## src/dsrb_pkg.sv

```systemverilog
// Package of register map, field positions and reset values
package dsrb_pkg;
    localparam logic [6:0] DSRB_DEV_ADDR = 7'h29;
    localparam logic [7:0] DSRB_OFS_FAULT = 8'h04;
    localparam logic [7:0] DSRB_OFS_ENABLE = 8'h05;
    localparam logic [7:0] DSRB_OFS_BOOST_LVL = 8'h06;
    localparam logic [7:0] DSRB_OFS_NEG_LVL = 8'h08;
    localparam logic [7:0] DSRB_OFS_POS_LVL = 8'h09;
    localparam logic [7:0] DSRB_OFS_BOOST_CTL = 8'h0d;
    localparam logic [7:0] DSRB_OFS_PUMP_CTL = 8'h0f;
    localparam logic [7:0] DSRB_RST_FAULT = 8'h00;
    localparam logic [7:0] DSRB_RST_ENABLE = 8'h07;
    localparam logic [7:0] DSRB_RST_LEVEL = 8'h00;
    localparam logic [7:0] DSRB_RST_BOOST_CTL = 8'h34;
    localparam logic [7:0] DSRB_RST_PUMP_CTL = 8'hda;
    localparam int DSRB_EN_BOOST_BIT = 0;
    localparam int DSRB_EN_NEG_BIT = 1;
    localparam int DSRB_EN_POS_BIT = 2;
    localparam int DSRB_EN_PULLDN_DIS_BIT = 6;
    localparam int DSRB_FLT_OTP_BIT = 0;
    localparam int DSRB_LEVEL_MSB = 4;
    localparam int DSRB_BC_SLEW_LSB = 4;
    localparam int DSRB_BC_PFM_DIS_BIT = 3;
    localparam int DSRB_PC_PFM_DIS_BIT = 5;
    localparam int DSRB_PC_MIN_PULSE_BIT = 4;
    localparam int DSRB_PC_PEAK_LSB = 2;
    localparam int DSRB_PC_PULSE_LSB = 0;
    localparam logic [7:0] DSRB_EN_WMASK = 8'h7f;
    localparam logic [7:0] DSRB_BC_RSV = 8'h00;
    localparam logic [7:0] DSRB_PC_RSV = 8'hc0;
endpackage

```

## src/dsrb_sync_if.sv

```systemverilog
// Interface carrying synchronised bus and pin levels
interface dsrb_sync_if;
    logic scl;
    logic sda;
    logic pos_pin;
    logic neg_pin;
    modport src (output scl, sda, pos_pin, neg_pin);
    modport dst (input scl, sda, pos_pin, neg_pin);
endinterface

```

## src/dsrb_top.sv

```systemverilog
// Serial slave and register bank of the display supply
module dsrb_top
    import dsrb_pkg::*;
(
    input wire logic sys_clk,
    input wire logic rst,
    input wire logic scl_in,
    input wire logic sda_in,
    output logic sda_out,
    output logic sda_oe_n,
    input wire logic positive_rail_enable_pin,
    input wire logic negative_rail_enable_pin,
    input wire logic otp_event,
    input wire logic [2:0] undervoltage_flag,
    output logic boost_rail_on,
    output logic negative_pump_rail_on,
    output logic positive_ldo_rail_on,
    output logic positive_pulldown_off,
    output logic [4:0] boost_level_code,
    output logic [4:0] negative_level_code,
    output logic [4:0] positive_level_code,
    output logic [1:0] switch_node_slew,
    output logic boost_light_load_pulse_mode_off,
    output logic [2:0] boost_freq_sel,
    output logic pump_light_load_pulse_mode_off,
    output logic pump_min_pulse_short,
    output logic [1:0] pump_peak_current_sel,
    output logic [1:0] pump_pulse_len_sel
);
    typedef enum {
        DSRB_IDLE, DSRB_DEVADR, DSRB_ACK, DSRB_REGADR, DSRB_WDATA,
        DSRB_RDATA, DSRB_RACK, DSRB_WAIT
    } dsrb_state_t;

    // ------------------------------------------------------------
    // Synchronisers and edge detection
    // ------------------------------------------------------------
    dsrb_sync_if sy ();

    dsrb_sync u_sync
    (
        .sys_clk(sys_clk),
        .rst(rst),
        .scl_in(scl_in),
        .sda_in(sda_in),
        .pos_in(positive_rail_enable_pin),
        .neg_in(negative_rail_enable_pin),
        .so(sy)
    );

    logic scl_d;
    logic sda_d;
    logic pins_low_seen;
    always_ff @(posedge sys_clk)
    begin
        if (rst)
        begin
            scl_d <= 1'b1;
            sda_d <= 1'b1;
        end
        else
        begin
            scl_d <= sy.scl;
            sda_d <= sy.sda;
        end
    end
    wire scl_rise = sy.scl & ~scl_d;
    wire scl_fall = ~sy.scl & scl_d;
    wire start_det = scl_d & sy.scl & sda_d & ~sy.sda;
    wire stop_det = scl_d & sy.scl & ~sda_d & sy.sda;

    // ------------------------------------------------------------
    // Serial protocol engine
    // ------------------------------------------------------------
    dsrb_state_t state;
    dsrb_state_t after_ack;
    logic [3:0] bit_cnt;
    logic [7:0] shreg;
    logic [7:0] pointer;
    logic [7:0] tx_byte;
    logic drive_low;
    logic rd_nack;

    wire byte_done = scl_rise & (bit_cnt == 4'h7);
    wire [7:0] rx_byte = {shreg[6:0], sy.sda};
    wire addr_hit = (rx_byte[7:1] == DSRB_DEV_ADDR);
    wire wr_strobe = (state == DSRB_WDATA) & byte_done & ~stop_det;
    // Load at the fall that ends the address ack, once per read
    wire rd_load = (state == DSRB_ACK) & scl_fall & drive_low &
                   (after_ack == DSRB_RDATA);
    wire rd_fault = rd_load & (pointer == DSRB_OFS_FAULT);

    always_ff @(posedge sys_clk)
    begin
        if (rst)
        begin
            state <= DSRB_IDLE;
            after_ack <= DSRB_IDLE;
            bit_cnt <= 4'h0;
            shreg <= 8'h00;
            pointer <= 8'h00;
            drive_low <= 1'b0;
            rd_nack <= 1'b0;
        end
        else if (start_det)
        begin
            state <= DSRB_DEVADR;
            bit_cnt <= 4'h0;
            drive_low <= 1'b0;
        end
        else if (stop_det)
        begin
            state <= DSRB_IDLE;
            drive_low <= 1'b0;
        end
        else
        begin
            case (state)
                DSRB_IDLE, DSRB_WAIT:
                    drive_low <= 1'b0;
                DSRB_DEVADR, DSRB_REGADR, DSRB_WDATA:
                begin
                    if (scl_rise)
                    begin
                        shreg <= rx_byte;
                        bit_cnt <= bit_cnt + 4'h1;
                    end
                    if (byte_done)
                    begin
                        if (state == DSRB_DEVADR && !addr_hit)
                            state <= DSRB_WAIT;
                        else
                        begin
                            state <= DSRB_ACK;
                            if (state == DSRB_DEVADR)
                                after_ack <= rx_byte[0] ? DSRB_RDATA
                                                        : DSRB_REGADR;
                            else
                                after_ack <= DSRB_WDATA;
                            if (state == DSRB_REGADR)
                                pointer <= rx_byte;
                        end
                    end
                end
                DSRB_ACK:
                begin
                    if (scl_fall && !drive_low)
                        drive_low <= 1'b1;
                    else if (scl_fall)
                    begin
                        drive_low <= 1'b0;
                        bit_cnt <= 4'h0;
                        state <= after_ack;
                        if (after_ack == DSRB_RDATA)
                            shreg <= tx_byte;
                    end
                end
                DSRB_RDATA:
                begin
                    if (scl_rise)
                        bit_cnt <= bit_cnt + 4'h1;
                    if (scl_fall)
                    begin
                        if (bit_cnt == 4'h8)
                            state <= DSRB_RACK;
                        else
                            shreg <= {shreg[6:0], 1'b0};
                    end
                end
                DSRB_RACK:
                begin
                    if (scl_rise)
                        rd_nack <= sy.sda;
                    if (scl_fall)
                    begin
                        bit_cnt <= 4'h0;
                        shreg <= tx_byte;
                        state <= rd_nack ? DSRB_WAIT : DSRB_RDATA;
                    end
                end
                default:
                    state <= DSRB_IDLE;
            endcase
        end
    end

    // Ack drives low, read data drives msb
    wire tx_low = (state == DSRB_RDATA) & ~shreg[7];
    assign sda_out = 1'b0;
    assign sda_oe_n = ~(drive_low | tx_low);

    // ------------------------------------------------------------
    // Register bank
    // ------------------------------------------------------------
    logic [7:0] rail_enable;
    logic [7:0] boost_level;
    logic [7:0] negative_level;
    logic [7:0] positive_level;
    logic [7:0] boost_control;
    logic [7:0] pump_control;
    logic [7:0] fault_status;
    logic otp_read_once;

    wire wr_en = wr_strobe & (pointer == DSRB_OFS_ENABLE);
    wire wr_bl = wr_strobe & (pointer == DSRB_OFS_BOOST_LVL);
    wire wr_nl = wr_strobe & (pointer == DSRB_OFS_NEG_LVL);
    wire wr_pl = wr_strobe & (pointer == DSRB_OFS_POS_LVL);
    wire wr_bc = wr_strobe & (pointer == DSRB_OFS_BOOST_CTL);
    wire wr_pc = wr_strobe & (pointer == DSRB_OFS_PUMP_CTL);

    always_ff @(posedge sys_clk)
    begin
        if (rst)
        begin
            rail_enable <= DSRB_RST_ENABLE;
            boost_level <= DSRB_RST_LEVEL;
            negative_level <= DSRB_RST_LEVEL;
            positive_level <= DSRB_RST_LEVEL;
            boost_control <= DSRB_RST_BOOST_CTL;
            pump_control <= DSRB_RST_PUMP_CTL;
        end
        else
        begin
            if (wr_en)
                rail_enable <= rx_byte & DSRB_EN_WMASK;
            if (wr_bl)
                boost_level <= rx_byte;
            if (wr_nl)
                negative_level <= rx_byte;
            if (wr_pl)
                positive_level <= rx_byte;
            if (wr_bc)
                boost_control <= rx_byte;
            if (wr_pc)
                pump_control <= rx_byte;
        end
    end

    assign tx_byte =
        (pointer == DSRB_OFS_FAULT) ? fault_status :
        (pointer == DSRB_OFS_ENABLE) ? rail_enable :
        (pointer == DSRB_OFS_BOOST_LVL) ? boost_level :
        (pointer == DSRB_OFS_NEG_LVL) ? negative_level :
        (pointer == DSRB_OFS_POS_LVL) ? positive_level :
        (pointer == DSRB_OFS_BOOST_CTL) ? boost_control :
        (pointer == DSRB_OFS_PUMP_CTL) ? pump_control : 8'h00;

    // ------------------------------------------------------------
    // Fault latching and clearing
    // ------------------------------------------------------------
    wire pins_low = ~sy.pos_pin & ~sy.neg_pin;
    wire pins_high = sy.pos_pin & sy.neg_pin;
    wire pin_cycle = pins_low_seen & pins_high;
    wire otp_clear = rd_fault & otp_read_once & fault_status[0];
    wire [3:0] flt_set = {undervoltage_flag[2], undervoltage_flag[1],
                          undervoltage_flag[0], otp_event};

    always_ff @(posedge sys_clk)
    begin
        if (rst)
        begin
            fault_status <= DSRB_RST_FAULT;
            pins_low_seen <= 1'b0;
            otp_read_once <= 1'b0;
        end
        else
        begin
            if (pins_low)
                pins_low_seen <= 1'b1;
            else if (!pins_high && (sy.pos_pin | sy.neg_pin) && !pins_low_seen)
                pins_low_seen <= 1'b0;
            else if (pin_cycle)
                pins_low_seen <= 1'b0;
            if (pin_cycle)
                fault_status[3:0] <= flt_set;
            else if (otp_clear)
                fault_status[3:0] <= {fault_status[3:1] | flt_set[3:1],
                                      otp_event};
            else
                fault_status[3:0] <= fault_status[3:0] | flt_set;
            if (otp_clear || pin_cycle)
                otp_read_once <= 1'b0;
            else if (rd_fault && fault_status[DSRB_FLT_OTP_BIT])
                otp_read_once <= 1'b1;
        end
    end

    // ------------------------------------------------------------
    // Regulator controls
    // ------------------------------------------------------------
    // bit and pin, boost from either pin; pull-down disable from bit alone
    assign boost_rail_on = rail_enable[DSRB_EN_BOOST_BIT] &
                           (sy.pos_pin | sy.neg_pin);
    assign negative_pump_rail_on = rail_enable[DSRB_EN_NEG_BIT] & sy.neg_pin;
    assign positive_ldo_rail_on = rail_enable[DSRB_EN_POS_BIT] & sy.pos_pin;
    assign positive_pulldown_off = rail_enable[DSRB_EN_PULLDN_DIS_BIT];
    assign boost_level_code = boost_level[DSRB_LEVEL_MSB:0];
    assign negative_level_code = negative_level[DSRB_LEVEL_MSB:0];
    assign positive_level_code = positive_level[DSRB_LEVEL_MSB:0];
    assign switch_node_slew = boost_control[DSRB_BC_SLEW_LSB+:2];
    assign boost_light_load_pulse_mode_off =
        boost_control[DSRB_BC_PFM_DIS_BIT];
    assign boost_freq_sel = boost_control[2:0];
    assign pump_light_load_pulse_mode_off = pump_control[DSRB_PC_PFM_DIS_BIT];
    assign pump_min_pulse_short = pump_control[DSRB_PC_MIN_PULSE_BIT];
    assign pump_peak_current_sel = pump_control[DSRB_PC_PEAK_LSB+:2];
    assign pump_pulse_len_sel = pump_control[DSRB_PC_PULSE_LSB+:2];

    // ------------------------------------------------------------
    // Assertions
    // ------------------------------------------------------------
    property p_write_lands;
        @(posedge sys_clk) disable iff (rst)
        wr_bl |=> boost_level == $past(rx_byte);
    endproperty
    a_write_lands: assert property (p_write_lands)
        else $error("level write not stored");

    property p_enable_reserved;
        @(posedge sys_clk) disable iff (rst)
        rail_enable[7] == 1'b0;
    endproperty
    a_enable_reserved: assert property (p_enable_reserved)
        else $error("enable bit 7 set");

    property p_reset_defaults;
        @(posedge sys_clk)
        rst |=> rail_enable == DSRB_RST_ENABLE &&
                pump_control == DSRB_RST_PUMP_CTL &&
                boost_control == DSRB_RST_BOOST_CTL;
    endproperty
    a_reset_defaults: assert property (p_reset_defaults)
        else $error("reset default wrong");

    property p_stable_no_write;
        @(posedge sys_clk) disable iff (rst)
        !wr_pc |=> $stable(pump_control);
    endproperty
    a_stable_no_write: assert property (p_stable_no_write)
        else $error("control changed without write");

    property p_level_code;
        @(posedge sys_clk) disable iff (rst)
        wr_pl |=> positive_level_code == $past(rx_byte[DSRB_LEVEL_MSB:0]);
    endproperty
    a_level_code: assert property (p_level_code)
        else $error("level code mismatch");

    property p_pin_clear;
        @(posedge sys_clk) disable iff (rst)
        pin_cycle && flt_set == 4'h0 |=> fault_status[3:0] == 4'h0;
    endproperty
    a_pin_clear: assert property (p_pin_clear)
        else $error("pin cycle did not clear faults");

    property p_otp_second;
        @(posedge sys_clk) disable iff (rst)
        otp_clear && !otp_event |=>
            !fault_status[0] && fault_status[3:1] == $past(fault_status[3:1]);
    endproperty
    a_otp_second: assert property (p_otp_second)
        else $error("second read clear wrong");

    property p_boost_enable;
        @(posedge sys_clk) disable iff (rst)
        boost_rail_on |-> rail_enable[0] && (sy.pos_pin || sy.neg_pin);
    endproperty
    a_boost_enable: assert property (p_boost_enable)
        else $error("boost enabled wrongly");

    property p_no_ack_miss;
        @(posedge sys_clk) disable iff (rst)
        state == DSRB_DEVADR && byte_done && !addr_hit && !start_det
            && !stop_det |=> state == DSRB_WAIT;
    endproperty
    a_no_ack_miss: assert property (p_no_ack_miss)
        else $error("foreign address accepted");

    property p_stop_drops;
        @(posedge sys_clk) disable iff (rst)
        stop_det && state == DSRB_WDATA |=>
            $stable(negative_level) && $stable(positive_level);
    endproperty
    a_stop_drops: assert property (p_stop_drops)
        else $error("write during stop");

    c_write: cover property (@(posedge sys_clk) disable iff (rst) wr_en);
    c_read: cover property (@(posedge sys_clk) disable iff (rst) rd_load);
    c_otp_clr: cover property (@(posedge sys_clk) disable iff (rst)
        otp_clear);
    c_pin_cyc: cover property (@(posedge sys_clk) disable iff (rst)
        pin_cycle);
endmodule

```

## src/dsrb_sync.sv

```systemverilog
// Two-stage synchroniser for serial pins and enable pins
module dsrb_sync
(
    input wire logic sys_clk,
    input wire logic rst,
    input wire logic scl_in,
    input wire logic sda_in,
    input wire logic pos_in,
    input wire logic neg_in,
    dsrb_sync_if.src so
);
    logic [3:0] stage1;
    logic [3:0] stage2;
    wire [3:0] raw = {neg_in, pos_in, sda_in, scl_in};

    always_ff @(posedge sys_clk)
    begin
        if (rst)
        begin
            stage1 <= 4'hf;
            stage2 <= 4'hf;
        end
        else
        begin
            stage1 <= raw;
            stage2 <= stage1;
        end
    end

    assign so.scl = stage2[0];
    assign so.sda = stage2[1];
    assign so.pos_pin = stage2[2];
    assign so.neg_pin = stage2[3];
endmodule

```

## config.mk

```make
export PLATFORM = sky130hd
export DESIGN_NAME = dsrb_top
export DESIGN_NICKNAME = d
export VERILOG_FILES = /design/src/dsrb_pkg.sv /design/src/dsrb_sync_if.sv /design/src/dsrb_top.sv /design/src/dsrb_sync.sv
export SDC_FILE = /design/constraint.sdc
export NUM_CORES = 1
export LEC_CHECK = 0
export ABC_AREA = 1
export BUFFER_PORTS_ARGS = -buffer_cell sky130_fd_sc_hd__buf_2
export CORE_MARGIN = 3
export CORE_UTILIZATION = 40
export DETAILED_ROUTE_END_ITERATION = 8
export PLACE_DENSITY = 0.62
export SLEW_MARGIN = 10
export SYNTH_ARGS = -nofsm -noshare
export SYNTH_HDL_FRONTEND = slang
export SYNTH_SLANG_ARGS = --single-unit
```

## constraint.sdc

```tcl
create_clock -name sys_clk -period 1.65 [get_ports sys_clk]
set_input_delay 0.0825 -clock sys_clk [delete_from_list [all_inputs] [get_ports sys_clk]]
set_output_delay 0.0825 -clock sys_clk [all_outputs]
set_load 0.02 [all_outputs]
```

==> results.ini <==
[cts]
clkLatencyLatePin_ns=0.36
htreeDepth=3
clock-sinks=91
root_buffer=clkbuf_8
numCtsBuffers=9
cts_tree=done
clk_pin_slew_ns=0.09
cts.path.max_buffers=2

[layout]
multi_input_area_sq_mm=0.00211
antenna_cells=0
finalInstanceArea_sq_mm=0.00517
fin_nets=659
seqCellArea_sq_mm=0.00184
syn_to_final_growth_pct=21.0
fillers=1041
final_util_pct=49.9
fin_cells=786
drive_gt1_share_pct=28.0

[synth]
synthXorXnorAreaFrac_pct=0
yosys-top-cells-area=dfxtp_1 43%, nand2_1 9.5%, a21oi_1 8.1%
ys_warn_count=0
synth-edff-count=0
muxShareOfSynthArea_pct=0
ys_async_sr_fraction_pct=0
synth_cell_types=40
synthCells=583
synth_top_family_by_area=simple AND/OR/NAND/NOR gates
synthAdderAreaFrac_pct=1.17
synth.top_cell.area_share_pct=42.6
syn_nets=597
synth_area_per_cell_sq_um=7.33
yosysTopAreaCell=dfxtp_1
synth-simple-area-share_pct=25.7
synth-seq-cells=91
synth_seq_area_share_pct=42.6
synth_flop_cell=dfxtp_1
syn_area_sq_mm=0.00427
synth_compound_area_share_pct=18.9

[place]
port_buffers=41
dp_hpwl_microns=8150
gp_congestion=0.875
post-place-cells=751
dpl_cell_area_sq_mm=0.00463
post-place-ws_ns=0.00335

[pwr]
clockPowerShare_pct=26.0
vdd_ir_drop_max_v=0.000597
p_seq_share_pct=39.8
switching_power_mw=2.24
p_sw_share_pct=37.1
power_density_mw_per_mm2=1170
power.internal_mw=3.81
p_total_mw=6.06
comb_power_share_pct=34.2
power.leakage_nw=2.37

[route]
wirelength_met1_microns=5340
highest-signal-layer=met4
post_drt_wl_per_cell_microns=14.4
vias_per_cell=5.04
firstDrtPassIters=5
drc=0
vias=3964
wl_microns=11300
antenna_left=0
wl_met2_microns=5420
dr_wl_met3_microns=448
drt_iter0_markers=207

[grt]
grt_max_degree=42
grt_pass1_wl_microns=18100
first_global_vias=3682
antenna_found_initial=0
grt_usage_pct=19.3
overflow=0

[sta]
finClkSkew_ns=0.00594
period_share_pct=99.7
setup_tns_ns=0
finalHoldViolations=0
hold-worst-slack_ns=0.415
finalMaxSlewViolations=0
fmax_ghz=0.608
setup_viol_count_final=0
grt_setup_unrepaired=true
period_needed_ns=1.65
finalWorstSetupSlack_ns=0.00499

[die]
die_y_microns=109
io_pins=43
coreArea_sq_mm=0.0104
rows=37
start_util_pct=41.2
die_area_sq_mm=0.0120
die_x_microns=109

[worst_setup_path]
end_kind=register
critPathCapture=bit_cnt[2]
r2r_end=bit_cnt[2]
regToRegSetupSlack_ns=0.005
rr_startpoint=state[0]
critPathKind=register to register
required_ns=1.91
startpoint=state[0]
reg2reg_depth=10
critPathArrivalTime_ns=1.90
critPathMaxFanout=7
start_kind=register

[job]
drv_cap=0

[outcome]
status=finished clean

[worst_hold_path]
hold_class=register to register

-- sequential cells by signal (all words and copies together) (netlist names), 7 cells and up --
name            flops
pointer             8
negative_level      8
shreg               8
pump_control        8
boost_control       8
positive_level      8
rail_enable         7
boost_level         8
-- layer usage --
layer  GRT usage (%)  up-vias
met5               0        -
met4            4.72        0
met3            2.70       12
met2            32.7       91
met1            25.9     1833
li1                -     2028
-- Yosys cell counts (all sizes together) (7+ instances only) --
| master | number |
|---|---|
| dfxtp | 91 |
| clkbuf | 9 |
| nand3 | 28 |
| nor3 | 7 |
| nand4 | 9 |
| inv | 50 |
| nor2 | 72 |
| o211ai | 12 |
| buf | 33 |
| o21ai | 56 |
| clkinv | 7 |
| or2 | 8 |
| nand2 | 113 |
| a21oi | 70 |
-- final cells by class --
class	count	share of cell area [%]
Clock inverter	6	1.43
Clock buffer	10	2.47
Multi-Input combinational cell	394	40.9
Inverter	57	4.33
Tap cell	136	3.29
Sequential cell	91	35.6
Timing Repair Buffer	92	12.1
-- timing repair --
action / 4_1_cts / 5_1_grt
resized for setup: 1 / 57
endpoints found under the setup margin: 5 / 62
hold buffers: 9 / 0
setup buffers: 0 / 8
pin swaps: 2 / 10
gates cloned: 1 / 1
hold endpoints to repair: 9 / 0
-- how the worst min path moves through the flow --
stage                             start                to  slack (ns)  cells past startpoint
3_5_place_dp                     sda_in  u_sync.stage1[1]        0.27                      2
6_report               u_sync.stage1[1]  u_sync.stage2[1]        0.42                      1
5_1_grt                u_sync.stage1[1]  u_sync.stage2[1]        0.43                      1
2_1_floorplan                    scl_in  u_sync.stage1[0]        0.19                      1
4_1_cts        positive_rail_enable_pin  u_sync.stage1[2]        0.41                      3
3_3_place_gp                     sda_in  u_sync.stage1[1]        0.27                      2
-- worst max-delay path, cell delays in order (launching register included) --
cell     delay [ns]
dfxtp_4        0.38
inv_4          0.07
nand2_4        0.06
nor2_4         0.15
inv_2          0.05
nand3_2        0.07
inv_2          0.05
nor2_4         0.25
nand2_4        0.14
o21ai_4        0.27
nor3_2         0.06
-- cells by family after synthesis --
group | Yosys count
compound gates | 148
fa+ha+maj | 4
buf+inv | 99
flops | 91
other cells | 1
simple gates | 240
-- power groups by stage --
stage	sequential, mW	clock (mW)	combinational, mW
finish	2.41	1.57	2.07
global route	2.42	1.68	2.29
CTS	2.38	1.61	1.70
detailed placement	2.43	0	1.61
global placement	2.43	0	1.61
floorplan	2.42	0	1.17
-- cell usage in the layout, fill, tap and decap left out, types with 5 or more instances in the layout --
master          n
a21oi_2         6
inv_2          13
inv_1          34
nand2_1        98
nand2_2        11
nor2_1         55
dlygate4sd3_1   9
o21ai_0        53
nand4_1         8
or2_2           8
nor2_4          5
clkbuf_8        9
dfxtp_1        82
clkinv_1        7
a21oi_1        64
nor2_2         12
buf_4          39
nand3_1        24
o211ai_1       12
buf_2          42
dfxtp_2         7
Power figures use the tool's default switching activity.
